==> src/design/qawd_consts.svh <==
/*
  constants for the multi-answer reply evaluator: encodings, reload values, counts.
  assumes inclusion by bare name from the package and the design modules.
*/
`ifndef QAWD_CONSTS_SVH
`define QAWD_CONSTS_SVH

// ==========================================================
// scheme select and counters
`define QAWD_SCHEME_MULTI 1'h0
`define QAWD_TALLY_W 2
`define QAWD_TALLY_MULTI 2'h3
`define QAWD_TALLY_SINGLE 2'h1
`define QAWD_TALLY_LAST 2'h0
`define QAWD_W1_FULL 2'h3
`define QAWD_TALLY_STEP 2'h1
`define QAWD_W1_ZERO 2'h0

// ==========================================================
// outcome flag positions in the packed flag vector
`define QAWD_FLAG_N 4
`define QAWD_F_WRONG 0
`define QAWD_F_EARLY 1
`define QAWD_F_ORDER 2
`define QAWD_F_TOUT 3
`define QAWD_FLAGS_CLEAR 4'h0

`endif

==> src/design/qawd_pkg.sv <==
/*
  types shared by the reply evaluator and its outcome register.
  assumes the constants header is on the include path.
*/
`include "qawd_consts.svh"

package qawd_pkg;
  // ==========================================================
  // response window phase within one guard cycle
  typedef enum logic {
    QAWD_WIN1,
    QAWD_WIN2
  } qawd_phase_t;

  typedef logic [`QAWD_TALLY_W-1:0] qawd_tally_t;
  typedef logic [`QAWD_FLAG_N-1:0] qawd_flags_t;
endpackage : qawd_pkg

==> src/design/qawd_outcome_reg.sv <==
/*
  guard outcome register: the four status flags of the last finished cycle.
  assumes set, clear and init pulses are synchronous one-cycle strobes.
*/
`include "qawd_consts.svh"

module qawd_outcome_reg (
  input wire logic clk_sys_i,
  input wire logic rstn_i,
  input wire logic load_i,
  input wire qawd_pkg::qawd_flags_t load_val_i,
  input wire logic clear_i,
  output qawd_pkg::qawd_flags_t flags_o
);
  import qawd_pkg::*;

  qawd_flags_t flags_q;
  qawd_flags_t flags_d;

  // a cycle end landing with a read-clear wins, so the new outcome is never lost
  assign flags_d = load_i ? load_val_i : (clear_i ? `QAWD_FLAGS_CLEAR : flags_q);

  always_ff @(posedge clk_sys_i or negedge rstn_i) begin
    if (!rstn_i) begin
      flags_q <= `QAWD_FLAGS_CLEAR;
    end else begin
      flags_q <= flags_d;
    end
  end

  assign flags_o = flags_q;
endmodule : qawd_outcome_reg

==> src/design/qawd_eval.sv <==
/*
  multi-answer reply evaluator of a question-and-answer watchdog.
  assumes the window timer, the question engine and the failure counter sit
  outside; window ends, replies, init and status reads arrive as one-cycle pulses.
*/
// What this block does
// multi-answer evaluation with two windows runs while scheme select is zero
// three good replies in window one, one in window two: end, decrement, flags clear
// only a correct sequence asks a new question; anything else increments, repeats
// the fourth reply of a cycle ends the cycle at once
// under four replies at window two end: timeout, increment, next cycle
// under three replies in window one then replies in window two: order fault
// one good reply in window one and none after: order fault and timeout
// any wrong reply in the cycle sets the wrong reply flag
// four replies inside window one: end at fourth, premature flag, increment
// a two-bit reply tally decides when four replies are reached
// status flags change only when a cycle ends; the code also clears them on a status read or init
// a status read returns the previous cycle flags and clears them
// any init loads the tally with three in multi-answer mode
// the controller gives three good replies then one good reply each cycle; the bench model sends per-burst counts of 0 to 4 replies, some wrong
`include "qawd_consts.svh"

module qawd_eval (
  input wire logic clk_sys_i,
  input wire logic rstn_i,
  input wire logic reply_scheme_select_i,
  input wire logic init_i,
  input wire logic win1_end_i,
  input wire logic win2_end_i,
  input wire logic reply_valid_i,
  input wire logic reply_ok_i,
  input wire logic status_read_i,
  output logic cycle_end_o,
  output logic new_question_o,
  output logic fail_inc_o,
  output logic fail_dec_o,
  output qawd_pkg::qawd_tally_t reply_tally_o,
  output logic wrong_reply_flag_o,
  output logic premature_reply_flag_o,
  output logic order_fault_flag_o,
  output logic timeout_flag_o
);
  import qawd_pkg::*;

  // ==========================================================
  // cycle state
  qawd_phase_t phase_q;
  qawd_phase_t phase_d;
  qawd_tally_t tally_q;
  qawd_tally_t tally_d;
  qawd_tally_t w1_cnt_q;
  qawd_tally_t w1_cnt_d;
  logic any_wrong_q;
  logic any_wrong_d;
  logic end_q;
  logic newq_q;
  logic inc_q;
  logic dec_q;
  qawd_flags_t flags;

  // ==========================================================
  // decode
  // multi-answer only
  wire active = (reply_scheme_select_i == `QAWD_SCHEME_MULTI);
  wire in_w1 = (phase_q == QAWD_WIN1);
  wire ans = active && reply_valid_i && !init_i;
  // tally reaching zero marks the fourth reply
  wire fourth = ans && (tally_q == `QAWD_TALLY_LAST);
  // fourth reply closes the cycle now
  wire tout_end = active && !init_i && !in_w1 && win2_end_i && !fourth;
  wire end_d = fourth || tout_end;
  // sticky wrong reply within the cycle
  wire wrong_all = any_wrong_q || (ans && !reply_ok_i);
  wire w1_short = (w1_cnt_q != `QAWD_W1_FULL);
  // all four inside window one
  wire early = fourth && in_w1;
  // short window one followed by window two activity or silence
  wire order = !in_w1 && end_d && w1_short;
  // the only correct outcome
  wire good = fourth && !in_w1 && !w1_short && !wrong_all;
  // reload value depends on scheme
  wire [`QAWD_TALLY_W-1:0] reload = active ? `QAWD_TALLY_MULTI : `QAWD_TALLY_SINGLE;

  qawd_flags_t outcome;
  assign outcome[`QAWD_F_WRONG] = wrong_all;
  assign outcome[`QAWD_F_EARLY] = early;
  assign outcome[`QAWD_F_ORDER] = order;
  // timeout on window two end
  assign outcome[`QAWD_F_TOUT] = tout_end;

  // ==========================================================
  // next state
  wire restart = init_i || end_d;
  assign phase_d = restart ? QAWD_WIN1 : ((active && win1_end_i && in_w1) ? QAWD_WIN2 : phase_q);
  assign tally_d = restart ? reload : (ans ? tally_q - `QAWD_TALLY_STEP : tally_q);
  assign w1_cnt_d = restart ? `QAWD_W1_ZERO
                  : ((ans && in_w1) ? w1_cnt_q + `QAWD_TALLY_STEP : w1_cnt_q);
  assign any_wrong_d = restart ? 1'b0 : wrong_all;

  always_ff @(posedge clk_sys_i or negedge rstn_i) begin
    if (!rstn_i) begin
      phase_q <= QAWD_WIN1;
      tally_q <= `QAWD_TALLY_MULTI;
      w1_cnt_q <= `QAWD_W1_ZERO;
      any_wrong_q <= 1'b0;
    end else begin
      phase_q <= phase_d;
      tally_q <= tally_d;
      w1_cnt_q <= w1_cnt_d;
      any_wrong_q <= any_wrong_d;
    end
  end

  // decrement and fresh question only on a correct sequence
  always_ff @(posedge clk_sys_i or negedge rstn_i) begin
    if (!rstn_i) begin
      end_q <= 1'b0;
      newq_q <= 1'b0;
      inc_q <= 1'b0;
      dec_q <= 1'b0;
    end else begin
      end_q <= end_d;
      newq_q <= good;
      inc_q <= end_d && !good;
      dec_q <= good;
    end
  end

  // ==========================================================
  // outcome register
  // load at cycle end, cleared by read or init
  qawd_outcome_reg u_outcome (
    .clk_sys_i(clk_sys_i),
    .rstn_i(rstn_i),
    .load_i(end_d),
    .load_val_i(outcome),
    .clear_i(status_read_i || init_i),
    .flags_o(flags)
  );

  assign cycle_end_o = end_q;
  assign new_question_o = newq_q;
  assign fail_inc_o = inc_q;
  assign fail_dec_o = dec_q;
  assign reply_tally_o = tally_q;
  assign wrong_reply_flag_o = flags[`QAWD_F_WRONG];
  assign premature_reply_flag_o = flags[`QAWD_F_EARLY];
  assign order_fault_flag_o = flags[`QAWD_F_ORDER];
  assign timeout_flag_o = flags[`QAWD_F_TOUT];

  // ==========================================================
  // checks
  AST_SCHEME_IDLE: assert property (
    @(posedge clk_sys_i) disable iff (!rstn_i)
    (reply_scheme_select_i != `QAWD_SCHEME_MULTI)
    |=> (!cycle_end_o && !fail_inc_o && !fail_dec_o))
    else $error("evaluation ran outside multi-answer mode");

  AST_GOOD_SEQ: assert property (
    @(posedge clk_sys_i) disable iff (!rstn_i)
    (ans && !in_w1 && tally_q == `QAWD_TALLY_LAST &&
     w1_cnt_q == `QAWD_W1_FULL && !any_wrong_q && reply_ok_i)
    |=> (fail_dec_o && new_question_o && !fail_inc_o && flags == `QAWD_FLAGS_CLEAR))
    else $error("correct sequence not rewarded");

  AST_REPEAT_Q: assert property (
    @(posedge clk_sys_i) disable iff (!rstn_i)
    cycle_end_o |-> (new_question_o != fail_inc_o))
    else $error("question choice does not match outcome");

  AST_END_FOURTH: assert property (
    @(posedge clk_sys_i) disable iff (!rstn_i)
    (active && reply_valid_i && !init_i && tally_q == `QAWD_TALLY_LAST) |=> cycle_end_o)
    else $error("cycle not ended at fourth reply");

  AST_TIMEOUT: assert property (
    @(posedge clk_sys_i) disable iff (!rstn_i)
    (active && !init_i && !in_w1 && win2_end_i && !reply_valid_i)
    |=> (timeout_flag_o && fail_inc_o && cycle_end_o))
    else $error("window two expiry missed");

  AST_ORDER: assert property (
    @(posedge clk_sys_i) disable iff (!rstn_i)
    (ans && !in_w1 && tally_q == `QAWD_TALLY_LAST && w1_cnt_q < `QAWD_W1_FULL)
    |=> (order_fault_flag_o && fail_inc_o && !timeout_flag_o))
    else $error("order fault missing");

  AST_LONE_REPLY: assert property (
    @(posedge clk_sys_i) disable iff (!rstn_i)
    (active && !init_i && !in_w1 && win2_end_i && !reply_valid_i && !any_wrong_q &&
     w1_cnt_q == `QAWD_TALLY_STEP && tally_q == (`QAWD_TALLY_MULTI - `QAWD_TALLY_STEP))
    |=> (order_fault_flag_o && timeout_flag_o && !wrong_reply_flag_o))
    else $error("lone reply cycle not flagged as order fault and timeout");

  AST_WRONG: assert property (
    @(posedge clk_sys_i) disable iff (!rstn_i)
    (ans && !reply_ok_i && tally_q == `QAWD_TALLY_LAST) |=> wrong_reply_flag_o)
    else $error("wrong reply not flagged");

  AST_EARLY: assert property (
    @(posedge clk_sys_i) disable iff (!rstn_i)
    (ans && in_w1 && tally_q == `QAWD_TALLY_LAST)
    |=> (premature_reply_flag_o && fail_inc_o && !new_question_o))
    else $error("premature replies not flagged");

  AST_TALLY_STEP: assert property (
    @(posedge clk_sys_i) disable iff (!rstn_i)
    (ans && tally_q != `QAWD_TALLY_LAST && !end_d)
    |=> (reply_tally_o == $past(tally_q) - `QAWD_TALLY_STEP))
    else $error("reply tally did not step");

  AST_FLAGS_HOLD: assert property (
    @(posedge clk_sys_i) disable iff (!rstn_i)
    (!end_d && !status_read_i && !init_i) |=> $stable(flags))
    else $error("flags moved outside cycle end");

  AST_READ_CLR: assert property (
    @(posedge clk_sys_i) disable iff (!rstn_i)
    (status_read_i && !end_d) |=> (flags == `QAWD_FLAGS_CLEAR))
    else $error("status read did not clear");

  AST_INIT_TALLY: assert property (
    @(posedge clk_sys_i) disable iff (!rstn_i)
    (init_i && active) |=> (reply_tally_o == `QAWD_TALLY_MULTI && !cycle_end_o))
    else $error("init did not load tally");
endmodule : qawd_eval

==> config.mk <==
export PLATFORM = sky130hd
export DESIGN_NAME = qawd_eval
export DESIGN_NICKNAME = d
export VERILOG_FILES = /design/src/design/qawd_pkg.sv /design/src/design/qawd_outcome_reg.sv /design/src/design/qawd_eval.sv
export VERILOG_INCLUDE_DIRS = /design/src /design/src/design
export SDC_FILE = /design/constraint.sdc
export NUM_CORES = 1
export LEC_CHECK = 0
export BUFFER_PORTS_ARGS = -buffer_cell sky130_fd_sc_hd__buf_4
export CAP_MARGIN = 40
export CORE_UTILIZATION = 40
export CTS_CLUSTER_DIAMETER = 150
export DETAILED_ROUTE_END_ITERATION = 12
export PLACE_DENSITY = 0.64
export SETUP_SLACK_MARGIN = 0.5
export SLEW_MARGIN = 5
export SYNTH_ARGS = -nofsm -noshare
export SYNTH_HDL_FRONTEND = slang
export SYNTH_SLANG_ARGS = --single-unit
==> constraint.sdc <==
create_clock -name clk_sys_i -period 1.5 [get_ports clk_sys_i]
set_input_delay 0.075 -clock clk_sys_i [delete_from_list [all_inputs] [get_ports clk_sys_i]]
set_output_delay 0.075 -clock clk_sys_i [all_outputs]
set_load 0.1 [all_outputs]
# ---- Word level (Yosys, flattened, before mapping)
# Cells that the tools add are included.
# W data, S select, Z words.
dict set report op_classes {
  muxes 10
  eq_ne 1
  reduce_logical 33
  bitwise_logic 2
  n_addsub 2
}
# cell n
set ops {}
lappend ops {{$logic_and A1 B1 Y1} 18}
lappend ops {{$mux W2} 5}
lappend ops {{$mux W4} 2}
lappend ops {{$reduce_bool A2 Y1} 4}
lappend ops {{$logic_not A1 Y1} 6}
lappend ops {{$logic_or A1 B1 Y1} 4}
lappend ops {{$mux W1} 3}
lappend ops {{$add A2 B1 Y2 const B} 1}
lappend ops {{$logic_not A2 Y1} 1}
lappend ops {{$ne A2 B2 Y1 const B} 1}
lappend ops {{$not A1 Y1} 2}
lappend ops {{$sub A2 B1 Y2 const B} 1}
dict set report totals {
  inputBits 9
  wordCells 56
  reg_bits 13
}

# ---- Depth between registers and ports, before layout
# Gate-level depths: netlist (run 1).
dict set report logic_depth {
  depth_word 10
  ltp_mapped 6
}

# ---- Cells and area by module
# Synthesis (run 1) repeated with hierarchy kept, for this count alone.
dict set report hier_totals {
  hier_cells 53
  hier_area_um2 624.3
}
# module area_each_um2 cells_per_inst instances
set modules_own_cells {}
lappend modules_own_cells {qawd_eval 483.0 44 1}
lappend modules_own_cells {qawd_outcome_reg 141.4 9 1}

# ---- Least setup slack after synthesis (run 1)
# Ideal clock, no wire load.
dict set report synth_path {
  path_type {register to register}
  start {register tally_q[0] (netlist: reply_tally_o[0])}
  end {register tally_q[0] (netlist: reply_tally_o[0])}
  path_stages_with_launch 6
  setup_slack_ns -0.462
  t_arrival_ns 1.874
  n_path_buf 0
  setup_ns 0.088
  cell_sequence {dfstp_2 -> inv_1 -> ha_1 -> a22oi_1 -> nor2_1 -> or3_1}
}
dict set report synth_via {
  elab_chain_cells 7
  elab_cells_between_ends 10
}
# element line
set synth_rtl {}
lappend synth_rtl {{start, declared} qawd_eval.sv:49} ;# qawd_tally_t tally_q;
lappend synth_rtl {{start signal, assigned} qawd_eval.sv:103} ;# tally_q <= `QAWD_TALLY_MULTI;
lappend synth_rtl {{start signal, assigned} qawd_eval.sv:108} ;# tally_q <= tally_d;
lappend synth_rtl {{$logic_not A2 Y1 (no line)} n/a}
lappend synth_rtl {{$logic_and A1 B1 Y1} qawd_eval.sv:68} ;# wire fourth = ans && (tally_q == `QAWD_TALLY_LAST);
lappend synth_rtl {{$logic_not A1 Y1} qawd_eval.sv:70} ;# wire tout_end = active && !init_i && !in_w1 && win2_end_i && !fourth;
lappend synth_rtl {{$logic_and A1 B1 Y1} qawd_eval.sv:70}
lappend synth_rtl {{$logic_or A1 B1 Y1} qawd_eval.sv:71} ;# wire end_d = fourth || tout_end;
lappend synth_rtl {{$logic_or A1 B1 Y1} qawd_eval.sv:93} ;# wire restart = init_i || end_d;
lappend synth_rtl {{$mux W2 or $reduce_bool A2 Y1 (tied branches)} n/a}
# Parallel ways exist; a longest one is shown, timed or not. The select of a mux whose other input is x is not followed.
# A chain may end at the register's enable or synchronous reset.

# ---- Final worst setup path (run 1)
dict set report layout_path {
  start {register tally_q[1] (netlist: reply_tally_o[1])}
  end {register u_outcome.flags_q[0] (netlist: u_outcome.flags_o[0])}
}
dict set report layout_via {
  elab_chain_cells 6
  elab_cells_between_ends 7
}
# element line
set layout_rtl {}
lappend layout_rtl {{$logic_not A2 Y1 (no line) (*)} n/a}
lappend layout_rtl {{$logic_and A1 B1 Y1 (*)} qawd_eval.sv:68}
lappend layout_rtl {{$logic_not A1 Y1} qawd_eval.sv:70}
lappend layout_rtl {{$logic_and A1 B1 Y1} qawd_eval.sv:70}
lappend layout_rtl {{$logic_or A1 B1 Y1 (*)} qawd_eval.sv:71}
lappend layout_rtl {{$mux W4 or $reduce_bool A2 Y1 (tied branches)} n/a}
lappend layout_rtl {{end signal, assigned} qawd_outcome_reg.sv:25} ;# flags_q <= `QAWD_FLAGS_CLEAR;
lappend layout_rtl {{end signal, assigned} qawd_outcome_reg.sv:27} ;# flags_q <= flags_d;
lappend layout_rtl {{end, declared} qawd_outcome_reg.sv:17} ;# qawd_flags_t flags_q;
# Mark *: on every way between the ends. The rest lies on a longest branch, timed or not.

==> metrics.cfg, run 1 <==
[finish]
layout_common_cells = buf_4 (16), dfrtp_1 (9), buf_6 (7), nor3_2 (4), nand2_1 (4)
n_fill_cell = 92
mostFrequentLayoutCell = buf_4
design_area_sq_um = 1030
instances_no_fill = 101
drive_gt1_frac = 0.605
antenna_cells = 0
final_nets = 98
area_growth_pct = 63.9

[synthesis]
synth_cell_types = 26
synth_top_area_share = 0.439
yosys-top-cells-area = dfrtp_1 (44%), dfstp_2 (8.4%), nor4b_2 (4.8%), ha_1 (4.0%), mux2i_1 (3.2%)
netlist_area_sq_um = 627
ys.flop_type = dfrtp_1
ys_ff_latch = 13
synth-edff-count = 0
syn_avg_cell_area_sq_um = 11.0
ys_seq_area_frac = 0.523
yosysTopAreaCell = dfrtp_1
synthArstFlopShare = 1.00
yosys_warnings = 0
syn_nets = 68
synthCells = 57

[global_routing]
grt_pass1_vias = 540
grt_usage = 0.180
grt_antenna_before_repair = 0
grt_overflow = 0
grt_max_degree = 14
grt_first_pass_wirelength_mm = 2.37

[timing]
setup_viol = 0
hold_viol_final = 0
worstMarginPinSlew_ns = 0.328
post-route-period-util = 0.973
rsz0062_at_grt = yes
hold_ws_ns = 0.0757
maxSlewViolCount = 0
final.min_clock_period_ns = 1.46
fin_worst_skew_ns = 0.00561
setup_slack_ns = 0.0405
slew_headroom = 0.780
clock.fmax_ghz = 0.685

[drt]
avgViaCountPerCell = 5.29
topRoutingLayerUsed = met4
drt-pass1-iter-count = 4
met2_wirelength_microns = 705
antenna_left = 0
wl_met3_microns = 56
drc = 0
wl_mm = 1.37
met1_length_microns = 590
wl_per_cell_microns = 13.5
drt_iter0_drc = 4
via_count = 534

[hold_path]
hold_class = in -> reg
hold_depth = 3
worstHoldStart = win1_end_i
holdPathEnd = phase_q$_DFFE_PN0P_

[outcome]
status = completed

[floorplan]
floorplan.die_area_sq_um = 1730
core_area_sq_um = 1380
die_y_microns = 41.6
row_count = 13
die_x_microns = 41.6
start_util = 0.453
ioPinCount = 19

[clock_network]
cts_made_buffers = 3
htreeDepth = 1
insertion_delay_ns = 0.27
cts_sinks = 13
cts_tree = built
clk_pin_slew_ns = 0.08
clockBufferDepth = 2
clock-root-buffer = clkbuf_4

[power_and_ir_drop]
peakVddDrop_mv = 0.602
p_per_area_nw_per_um2 = 776
p_leak_nw = 0.459

[setup_path]
crit_fanout = 4
regToRegStartpoint = reply_tally_o[1]$_DFFE_PN1P_
end_kind = flop
critical_path_class = reg -> reg
cp.arrival_ns = 1.66
cp.required_ns = 1.70
cp_slowest_cell = dfstp_4
crit_chain = inv_4, ha_4, a22oi_2, or3_4, mux2i_1
slowest_delay_ns = 0.63
crit_path_start_kind = flop
r2r_end = u_outcome.flags_o[0]$_DFFE_PN0P_
rrSetupSlack_ns = 0.04
worstRegToRegCells = 5

[run]
drv_cap = 0

[place]
preCtsSetupSlack_ns = -0.00339
port_buffers = 18
place_congestion = 0.746
place_area_sq_um = 842
placed_cells = 92
hpwl_microns = 997

## worst max-delay path by stage
stage | cells past startpoint | slack (ns) | endpoint | from
2_1_floorplan | 5 | -0.18 | reply_tally_o[0]$_DFFE_PN1P_ | reply_tally_o[0]$_DFFE_PN1P_
3_3_place_gp | 6 | 0.01 | phase_q$_DFFE_PN0P_ | reply_tally_o[0]$_DFFE_PN1P_
3_5_place_dp | 6 | -0.003 | phase_q$_DFFE_PN0P_ | reply_tally_o[0]$_DFFE_PN1P_
4_1_cts | 5 | 0.04 | u_outcome.flags_o[0]$_DFFE_PN0P_ | reply_tally_o[0]$_DFFE_PN1P_
5_1_grt | 6 | -0.05 | phase_q$_DFFE_PN0P_ | reply_tally_o[1]$_DFFE_PN1P_
6_report | 5 | 0.04 | u_outcome.flags_o[0]$_DFFE_PN0P_ | reply_tally_o[1]$_DFFE_PN1P_
## worst max-delay path, delay by kind of cell, from the launching register on
family | cells | cell delay [ns]
mux | 1 | 0.18
simple gates | 1 | 0.21
fa+ha+maj | 1 | 0.15
compound gates | 1 | 0.19
flops | 1 | 0.63
buf+inv | 1 | 0.04
## cell families after synthesis
family                   count (synthesis)  share of synthesized area
flip-flops                              13                      0.523
adder cells (fa/ha/maj)                  2                     0.0399
AND/OR/NAND/NOR                         22                      0.224
multiplexers                             2                     0.0319
XOR/XNOR                                 2                     0.0279
AO/OA/AOI/OAI                            8                     0.0998
buffers and inverters                    8                     0.0539
## final cells by class
| cell class | count | area, sq um | area share |
|---|---|---|---|
| Clock buffer | 3 | 22.5 | 0.0219 |
| Inverter | 6 | 27.5 | 0.0268 |
| Sequential cell | 13 | 340 | 0.331 |
| Timing Repair Buffer | 27 | 269 | 0.262 |
| Tap cell | 15 | 18.8 | 0.0183 |
| Clock inverter | 1 | 5.00 | 0.00487 |
| Multi-Input combinational cell | 36 | 344 | 0.335 |
## flip-flops by register name, indices dropped and copies added, names as in the netlist
signal / flops
u_outcome.flags_o: 4
reply_tally_o: 2
w1_cnt_q: 2
any_wrong_q: 1
cycle_end_o: 1
fail_inc_o: 1
new_question_o: 1
phase_q: 1
## Yosys cell counts, types with 4 or more instances
| cell | instances |
|---|---|
| nand2_1 | 4 |
| nor2_1 | 4 |
| dfrtp_1 | 11 |
| nor3_1 | 4 |
| inv_1 | 5 |
## per-layer routing
metal / vias to the layer above / global-route usage
met5: - / 0
met4: 0 / 0.0774
met3: 2 / 0.0391
met2: 14 / 0.291
met1: 260 / 0.232
li1: 258 / -
## power breakdown
group | switching [mW] | internal [mW]
Sequential | 0.0109 | 0.369
Clock | 0.114 | 0.0988
Combinational | 0.122 | 0.0818
## stage by stage
stage | utilization | setup TNS, ns | power (mW)
after floorplan | - | -0.705 | 0.497
after global placement | 0.609 | 0 | 0.553
after detailed placement | 0.609 | -0.00339 | 0.555
after CTS | 0.722 | 0 | 0.801
after global routing | 0.743 | -0.101 | 0.837
final | 0.743 | 0 | 0.797
## repair_timing
action	4_1_cts	5_1_grt
endpoints found under the setup margin	21	17
pin swaps	4	2
hold buffers	1	0
endpoints found under the hold margin	13	0
gates resized for setup	22	3
cloned	0	0
setup buffers	2	2
(Power assumes the default switching activity.)
==> run 2, diff against run 1 <==
--- a/config.mk
+++ b/config.mk
@@ -8,10 +8,10 @@
 export LEC_CHECK = 0
 export BUFFER_PORTS_ARGS = -buffer_cell sky130_fd_sc_hd__buf_4
 export CAP_MARGIN = 40
-export CORE_UTILIZATION = 40
+export CORE_UTILIZATION = 43
 export CTS_CLUSTER_DIAMETER = 150
 export DETAILED_ROUTE_END_ITERATION = 12
-export PLACE_DENSITY = 0.64
+export PLACE_DENSITY = 0.68
 export SETUP_SLACK_MARGIN = 0.5
 export SLEW_MARGIN = 5
 export SYNTH_ARGS = -nofsm -noshare
==> run 2 against run 1 <==
  * The run now ends with setup timing left
  * Critical path type unchanged
  * Via count rose by 3.0%
  * Flip-flop and latch count did not move
  * Setup slack got worse by 0.063 ns
  * Maximum frequency fell by 4.1%
  * Sequential share of layout area fell by 0.12 points
  * Count of clock-buffer cells in the layout rose by 1
==> metrics.cfg, run 2 (synthesis results as in run 1) <==
[global_routing]
grt_pass1_vias = 493  ; -8.7%
grt_overflow = 0  ; unchanged
grt_max_degree = 14  ; unchanged
grt_first_pass_wirelength_mm = 2.25  ; -5.2%
grt_antenna_before_repair = 0  ; unchanged
grt_usage = 0.228  ; +0.0476

[power_and_ir_drop]
p_per_area_nw_per_um2 = 803  ; +3.6%
clockPowerShare = 0.286  ; +0.019
power_frac_seq = 0.460  ; -0.017
comb_power_share = 0.254  ; -0.002
p_total_mw = 0.828  ; +3.9%
peakVddDrop_mv = 0.523  ; -13%
internal-power_mw = 0.558  ; +1.4%
p_switching_mw = 0.271  ; +9.6%
p_leak_nw = 0.456  ; -0.69%
swShare = 0.327  ; +0.0167

[finish]
layout_common_cells = buf_4 (14), dfrtp_1 (9), buf_6 (7)
area_growth_pct = 64.5
largest_reg_flops = 4  ; unchanged
antenna_cells = 0  ; unchanged
mostFrequentLayoutCell = buf_4
drive_gt1_frac = 0.588  ; -0.0164
n_fill_cell = 78  ; -15%
final_nets = 97  ; -1.0%

[timing]
maxSlewViolCount = 0  ; unchanged
rsz0062_at_grt = yes
slew_headroom = 0.770  ; -0.00977
clock.fmax_ghz = 0.657  ; -4.1%
tns_ns = -0.0223  ; -0.0223 ns
worstMarginPinSlew_ns = 0.343  ; +0.0146 ns
final.min_clock_period_ns = 1.52  ; +0.0628 ns
hold_ws_ns = 0.0569  ; -0.0188 ns
setup_slack_ns = -0.0223  ; -0.0628 ns
setup_viol = 1  ; +1
fin_worst_skew_ns = 0.00471  ; -0.000906 ns
post-route-period-util = 1.01  ; +0.0419
hold_viol_final = 0  ; unchanged

[drt]
avgViaCountPerCell = 5.50  ; +4.0%
via_count = 550  ; +3.0%
wl_mm = 1.60  ; +17%
antenna_left = 0  ; unchanged
drt_iter0_drc = 9  ; +5
drt-pass1-iter-count = 4  ; unchanged
wl_per_cell_microns = 16.0  ; +18%
drc = 0  ; unchanged

[setup_path]
rrSetupSlack_ns = -0.02  ; -0.06 ns
critical_path_class = reg -> reg
worstRegToRegCells = 5  ; unchanged
cp.required_ns = 1.71  ; about the same
cp_slowest_cell = dfstp_4
crit_fanout = 4  ; unchanged
regToRegStartpoint = reply_tally_o[0]$_DFFE_PN1P_
end_kind = flop
slowest_delay_ns = 0.64  ; about the same
crit_path_start_kind = flop
cp.arrival_ns = 1.73  ; +0.07 ns
crit_chain = inv_4, ha_4, a22oi_2, or3_4, mux2i_1
r2r_end = u_outcome.flags_o[0]$_DFFE_PN0P_

[place]
hpwl_microns = 991  ; -0.63%
place_congestion = 0.732  ; -1.9%
port_buffers = 18  ; unchanged

[clock_network]
cts_tree = built
cts_made_buffers = 3  ; unchanged
htreeDepth = 1  ; unchanged
insertion_delay_ns = 0.29  ; +0.02 ns
cts_sinks = 13  ; unchanged
clk_pin_slew_ns = 0.09  ; about the same
clock-root-buffer = clkbuf_4
clockBufferDepth = 2  ; unchanged

[hold_path]
worstHoldStart = init_i
hold_class = in -> reg
holdPathEnd = u_outcome.flags_o[3]$_DFFE_PN0P_
hold_depth = 2  ; -1

[floorplan]
core_area_sq_um = 1330  ; -3.5%
die_y_microns = 40.2  ; -3.4%
ioPinCount = 19  ; unchanged
die_x_microns = 40.2  ; -3.4%
row_count = 13  ; unchanged
start_util = 0.470  ; +0.0166
floorplan.die_area_sq_um = 1610  ; -6.6%

[outcome]
violations = setup timing
status = complete, but fails checks

[run]
drv_cap = 0  ; unchanged

## run 2: changes by cell type in the layout (fill, tap and decap cells not counted)
cell / delta
clkinv_2: -1
buf_12: +1
buf_4: -2
clkbuf_1: +1
## run 2: how the worst max path moves through the flow
stage,from,to,slack (ns),cells after the start
2_1_floorplan,reply_tally_o[0]$_DFFE_PN1P_,reply_tally_o[0]$_DFFE_PN1P_,-0.18,5
3_3_place_gp,reply_tally_o[0]$_DFFE_PN1P_,phase_q$_DFFE_PN0P_,0.02,6
3_5_place_dp,reply_tally_o[0]$_DFFE_PN1P_,phase_q$_DFFE_PN0P_,-0.05,6
4_1_cts,reply_tally_o[0]$_DFFE_PN1P_,u_outcome.flags_o[0]$_DFFE_PN0P_,0.004,5
5_1_grt,reply_tally_o[0]$_DFFE_PN1P_,u_outcome.flags_o[0]$_DFFE_PN0P_,-0.07,5
6_report,reply_tally_o[0]$_DFFE_PN1P_,u_outcome.flags_o[0]$_DFFE_PN0P_,-0.02,5
## run 2: cell type report
cell class / count / area (sq um) / area share
clock buffers: 4 / 26.3 / 0.0255
inverters: 6 / 27.5 / 0.0267
flip-flops and latches: 13 / 340 / 0.330
repair buffers: 26 / 274 / 0.266
well taps: 15 / 18.8 / 0.0182
multi-input cells: 36 / 344 / 0.334
## run 2: through the flow
stage | std cells | area [sq um] | worst slack, ns | util
final | 100 | 1030 | -0.0223 | 0.773
after detailed placement | 91 | 835 | -0.0474 | 0.626
after CTS | 100 | 1030 | 0.00372 | 0.770
after global placement | 91 | 835 | 0.0162 | 0.626
after global routing | 100 | 1030 | -0.0725 | 0.773
after floorplan | 57 | 673 | -0.177 | -
## run 2: critical path: cells and delay by family, from the launching register on
family                     cells  cell delay [ns]
muxes                          1             0.19
AOI/OAI and AO/OA              1             0.21
buffers and inverters          1             0.04
adders and majority gates      1             0.15
DFF                            1             0.64
and+or+nand+nor                1             0.21
## run 2: layer usage
layer | GRT usage | share of wire | up-vias
met5 | 0 | 0 | -
met4 | 0.175 | 0.033 | 0
met3 | 0.0333 | 0.048 | 5
met2 | 0.367 | 0.51 | 20
met1 | 0.270 | 0.41 | 272
li1 | - | - | 253
## run 2: what timing repair did
| item | 4_1_cts | 5_1_grt |
|---|---|---|
| resized for setup | 27 | 1 |
| pin swaps | 3 | 1 |
| endpoints found under the hold margin | 13 | 0 |
| hold buffers | 1 | 0 |
| setup endpoints to repair | 20 | 18 |
| buffers inserted | 4 | 0 |
## run 2: power by group through the flow
stage | logic (mW) | registers [mW] | clock network (mW)
4_1_cts | 0.209 | 0.380 | 0.228
2_1_floorplan | 0.0523 | 0.444 | 0
5_1_grt | 0.222 | 0.382 | 0.243
6_report | 0.211 | 0.381 | 0.237
3_3_place_gp | 0.165 | 0.386 | 0
3_5_place_dp | 0.168 | 0.386 | 0
==> run 3, diff against run 2 <==
--- a/config.mk
+++ b/config.mk
@@ -6,12 +6,13 @@
 export SDC_FILE = /design/constraint.sdc
 export NUM_CORES = 1
 export LEC_CHECK = 0
+export ABC_CLOCK_PERIOD_IN_PS = 1640
 export BUFFER_PORTS_ARGS = -buffer_cell sky130_fd_sc_hd__buf_4
 export CAP_MARGIN = 40
-export CORE_UTILIZATION = 43
+export CORE_UTILIZATION = 47
 export CTS_CLUSTER_DIAMETER = 150
 export DETAILED_ROUTE_END_ITERATION = 12
-export PLACE_DENSITY = 0.68
+export PLACE_DENSITY = 0.71
 export SETUP_SLACK_MARGIN = 0.5
 export SLEW_MARGIN = 5
 export SYNTH_ARGS = -nofsm -noshare
==> constraint.sdc (replaced) <==
create_clock -name clk_sys_i -period 1.64 [get_ports clk_sys_i]
set_input_delay 0.082 -clock clk_sys_i [delete_from_list [all_inputs] [get_ports clk_sys_i]]
set_output_delay 0.082 -clock clk_sys_i [all_outputs]
set_load 0.1 [all_outputs]
==> run 3 against run 2 <==
  * The run now ends clean
  * Count of clock-buffer cells in the layout stayed put
  * Sequential share of layout area is 1.3 points higher
  * Die area is 8.1% lower
  * Flip-flop and latch count stayed put
  * Worst hold slack better by 0.061 ns
  * Register-to-register slack better by 0.18 ns
  * Global-route usage is 3.4 points higher
  * Sequential power is 7.6% lower
  * Core utilization is 7.0 points higher
  * Critical path depth stayed put
  * Maximum frequency is 3.0% higher
  * Via count is 1.6% lower
  * Largest cell class unchanged
  * Largest power group unchanged
  * Highest routed layer unchanged
==> metrics.cfg, run 3 (synthesis results as in run 1) <==
[timing]
final.min_clock_period_ns = 1.48  ; -0.0437 ns
hold_viol_final = 0  ; unchanged
fin_worst_skew_ns = 0.000434  ; -0.00427 ns
post-route-period-util = 0.902  ; -0.113
clock.fmax_ghz = 0.676  ; +3.0%
tns_ns = 0  ; +0.0223 ns
slew_headroom = 0.800  ; +0.0294
worstMarginPinSlew_ns = 0.299  ; -0.0439 ns
setup_slack_ns = 0.161  ; +0.184 ns
setup_viol = 0  ; -1
rsz0062_at_grt = yes
maxSlewViolCount = 0  ; unchanged

[global_routing]
grt_pass1_vias = 542  ; +9.9%
grt_overflow = 0  ; unchanged
grt_antenna_before_repair = 0  ; unchanged
grt_first_pass_wirelength_mm = 2.55  ; +13%
grt_max_degree = 14  ; unchanged
grt_usage = 0.262  ; +0.0345

[floorplan]
core_area_sq_um = 1170  ; -12%
die_x_microns = 38.5  ; -4.1%
floorplan.die_area_sq_um = 1480  ; -8.1%
ioPinCount = 19  ; unchanged
row_count = 12  ; -1
start_util = 0.535  ; +0.0653
die_y_microns = 38.5  ; -4.1%

[clock_network]
htreeDepth = 1  ; unchanged
cts_made_buffers = 3  ; unchanged
clock-root-buffer = clkbuf_4
cts_tree = built
clk_pin_slew_ns = 0.08  ; about the same
clockBufferDepth = 2  ; unchanged
cts_sinks = 13  ; unchanged
insertion_delay_ns = 0.27  ; -0.02 ns

[place]
place_area_sq_um = 808  ; -3.1%
place_congestion = 0.734  ; +0.36%
port_buffers = 18  ; unchanged
hpwl_microns = 996  ; +0.47%
preCtsSetupSlack_ns = 0.111  ; +0.159 ns

[finish]
design_area_sq_um = 987  ; -4.2%
drive_gt1_frac = 0.595  ; +0.00700
layout_common_cells = buf_4 (19), dfrtp_1 (8), nand2_1 (4), buf_6 (4)
final_nets = 96  ; -1.0%
area_growth_pct = 57.5
largest_reg_flops = 4  ; unchanged
antenna_cells = 0  ; unchanged
mostFrequentLayoutCell = buf_4

[setup_path]
cp_slowest_cell = dfstp_4
end_kind = flop
crit_path_start_kind = flop
crit_chain = inv_4, ha_4, a22oi_2, or3_4, mux2i_1
crit_buf_inv = 1  ; unchanged
startpoint = reply_tally_o[0]$_DFFE_PN1P_
critical_path_class = reg -> reg
regToRegStartpoint = reply_tally_o[0]$_DFFE_PN1P_
crit_family = flip-flops
cp.arrival_ns = 1.68  ; -0.05 ns
slowest_delay_ns = 0.64  ; about the same
cp.required_ns = 1.84  ; +0.13 ns
crit_fanout = 4  ; unchanged

[run]
drv_cap = 0  ; unchanged

[drt]
met1_length_microns = 687  ; +4.4%
met2_wirelength_microns = 795  ; -1.4%
drt_iter0_drc = 3  ; -6
avgViaCountPerCell = 5.52  ; +0.37%
wl_per_cell_microns = 16.5  ; +3.3%
via_count = 541  ; -1.6%
wl_met3_microns = 50  ; -35%
antenna_left = 0  ; unchanged
drt-pass1-iter-count = 2  ; -2
topRoutingLayerUsed = met4
drc = 0  ; unchanged
wl_mm = 1.62  ; +1.2%

[hold_path]
worstHoldStart = init_i
hold_class = in -> reg

[power_and_ir_drop]
p_per_area_nw_per_um2 = 740  ; -7.9%
p_leak_nw = 0.446  ; -2.2%
peakVddDrop_mv = 0.526  ; +0.52%

[outcome]
status = completed

==> run 3: final timing paths <==
path                                                    end  slack (ns)  cells past startpoint
setup / recovery           u_outcome.flags_o[0]$_DFFE_PN0P_        0.16                      5
hold / removal             u_outcome.flags_o[3]$_DFFE_PN0P_        0.12                      2
setup reg to reg           u_outcome.flags_o[0]$_DFFE_PN0P_        0.16                      5
hold reg to reg                    new_question_o$_DFF_PN0_        0.48                      1
max in group asynchronous      reply_tally_o[1]$_DFFE_PN1P_        1.22                      2
min in group asynchronous             cycle_end_o$_DFF_PN0_        0.19                      2
==> run 3: per-stage QoR <==
| step | std cells | power, mW | hold WS, ns | utilization |
|---|---|---|---|---|
| floorplan | 57 | 0.454 | -0.214 | - |
| global placement | 87 | 0.500 | -0.0697 | 0.690 |
| detailed placement | 87 | 0.503 | -0.0651 | 0.690 |
| CTS | 98 | 0.724 | 0.0925 | 0.833 |
| global route | 98 | 0.768 | 0.112 | 0.843 |
| finish | 98 | 0.730 | 0.118 | 0.843 |
==> run 3: power by group <==
part           internal, mW  switching [mW]
Combinational        0.0694           0.112
Sequential            0.338          0.0143
Clock                0.0940           0.102
==> run 3: per-layer routing <==
| metal | global-route usage | vias to the layer above |
|---|---|---|
| met2 | 0.392 | 15 |
| met5 | 0 | - |
| met4 | 0.224 | 0 |
| met1 | 0.325 | 263 |
| li1 | - | 255 |
| met3 | 0.0407 | 8 |
==> run 3: layout make-up <==
class / instances / area, sq um
clock buffer: 4 / 26.3
fill: 64 / 184
inverter: 6 / 27.5
multi-input combinational: 36 / 359
sequential: 13 / 339
tap: 14 / 17.5
timing repair buffer: 25 / 218
==> run 3: timing repair <==
action	in CTS	in global routing
setup buffers	6	0
pin swaps	7	3
hold endpoints to repair	13	0
gates resized for setup	16	3
endpoints found under the setup margin	15	15
hold buffers	1	0
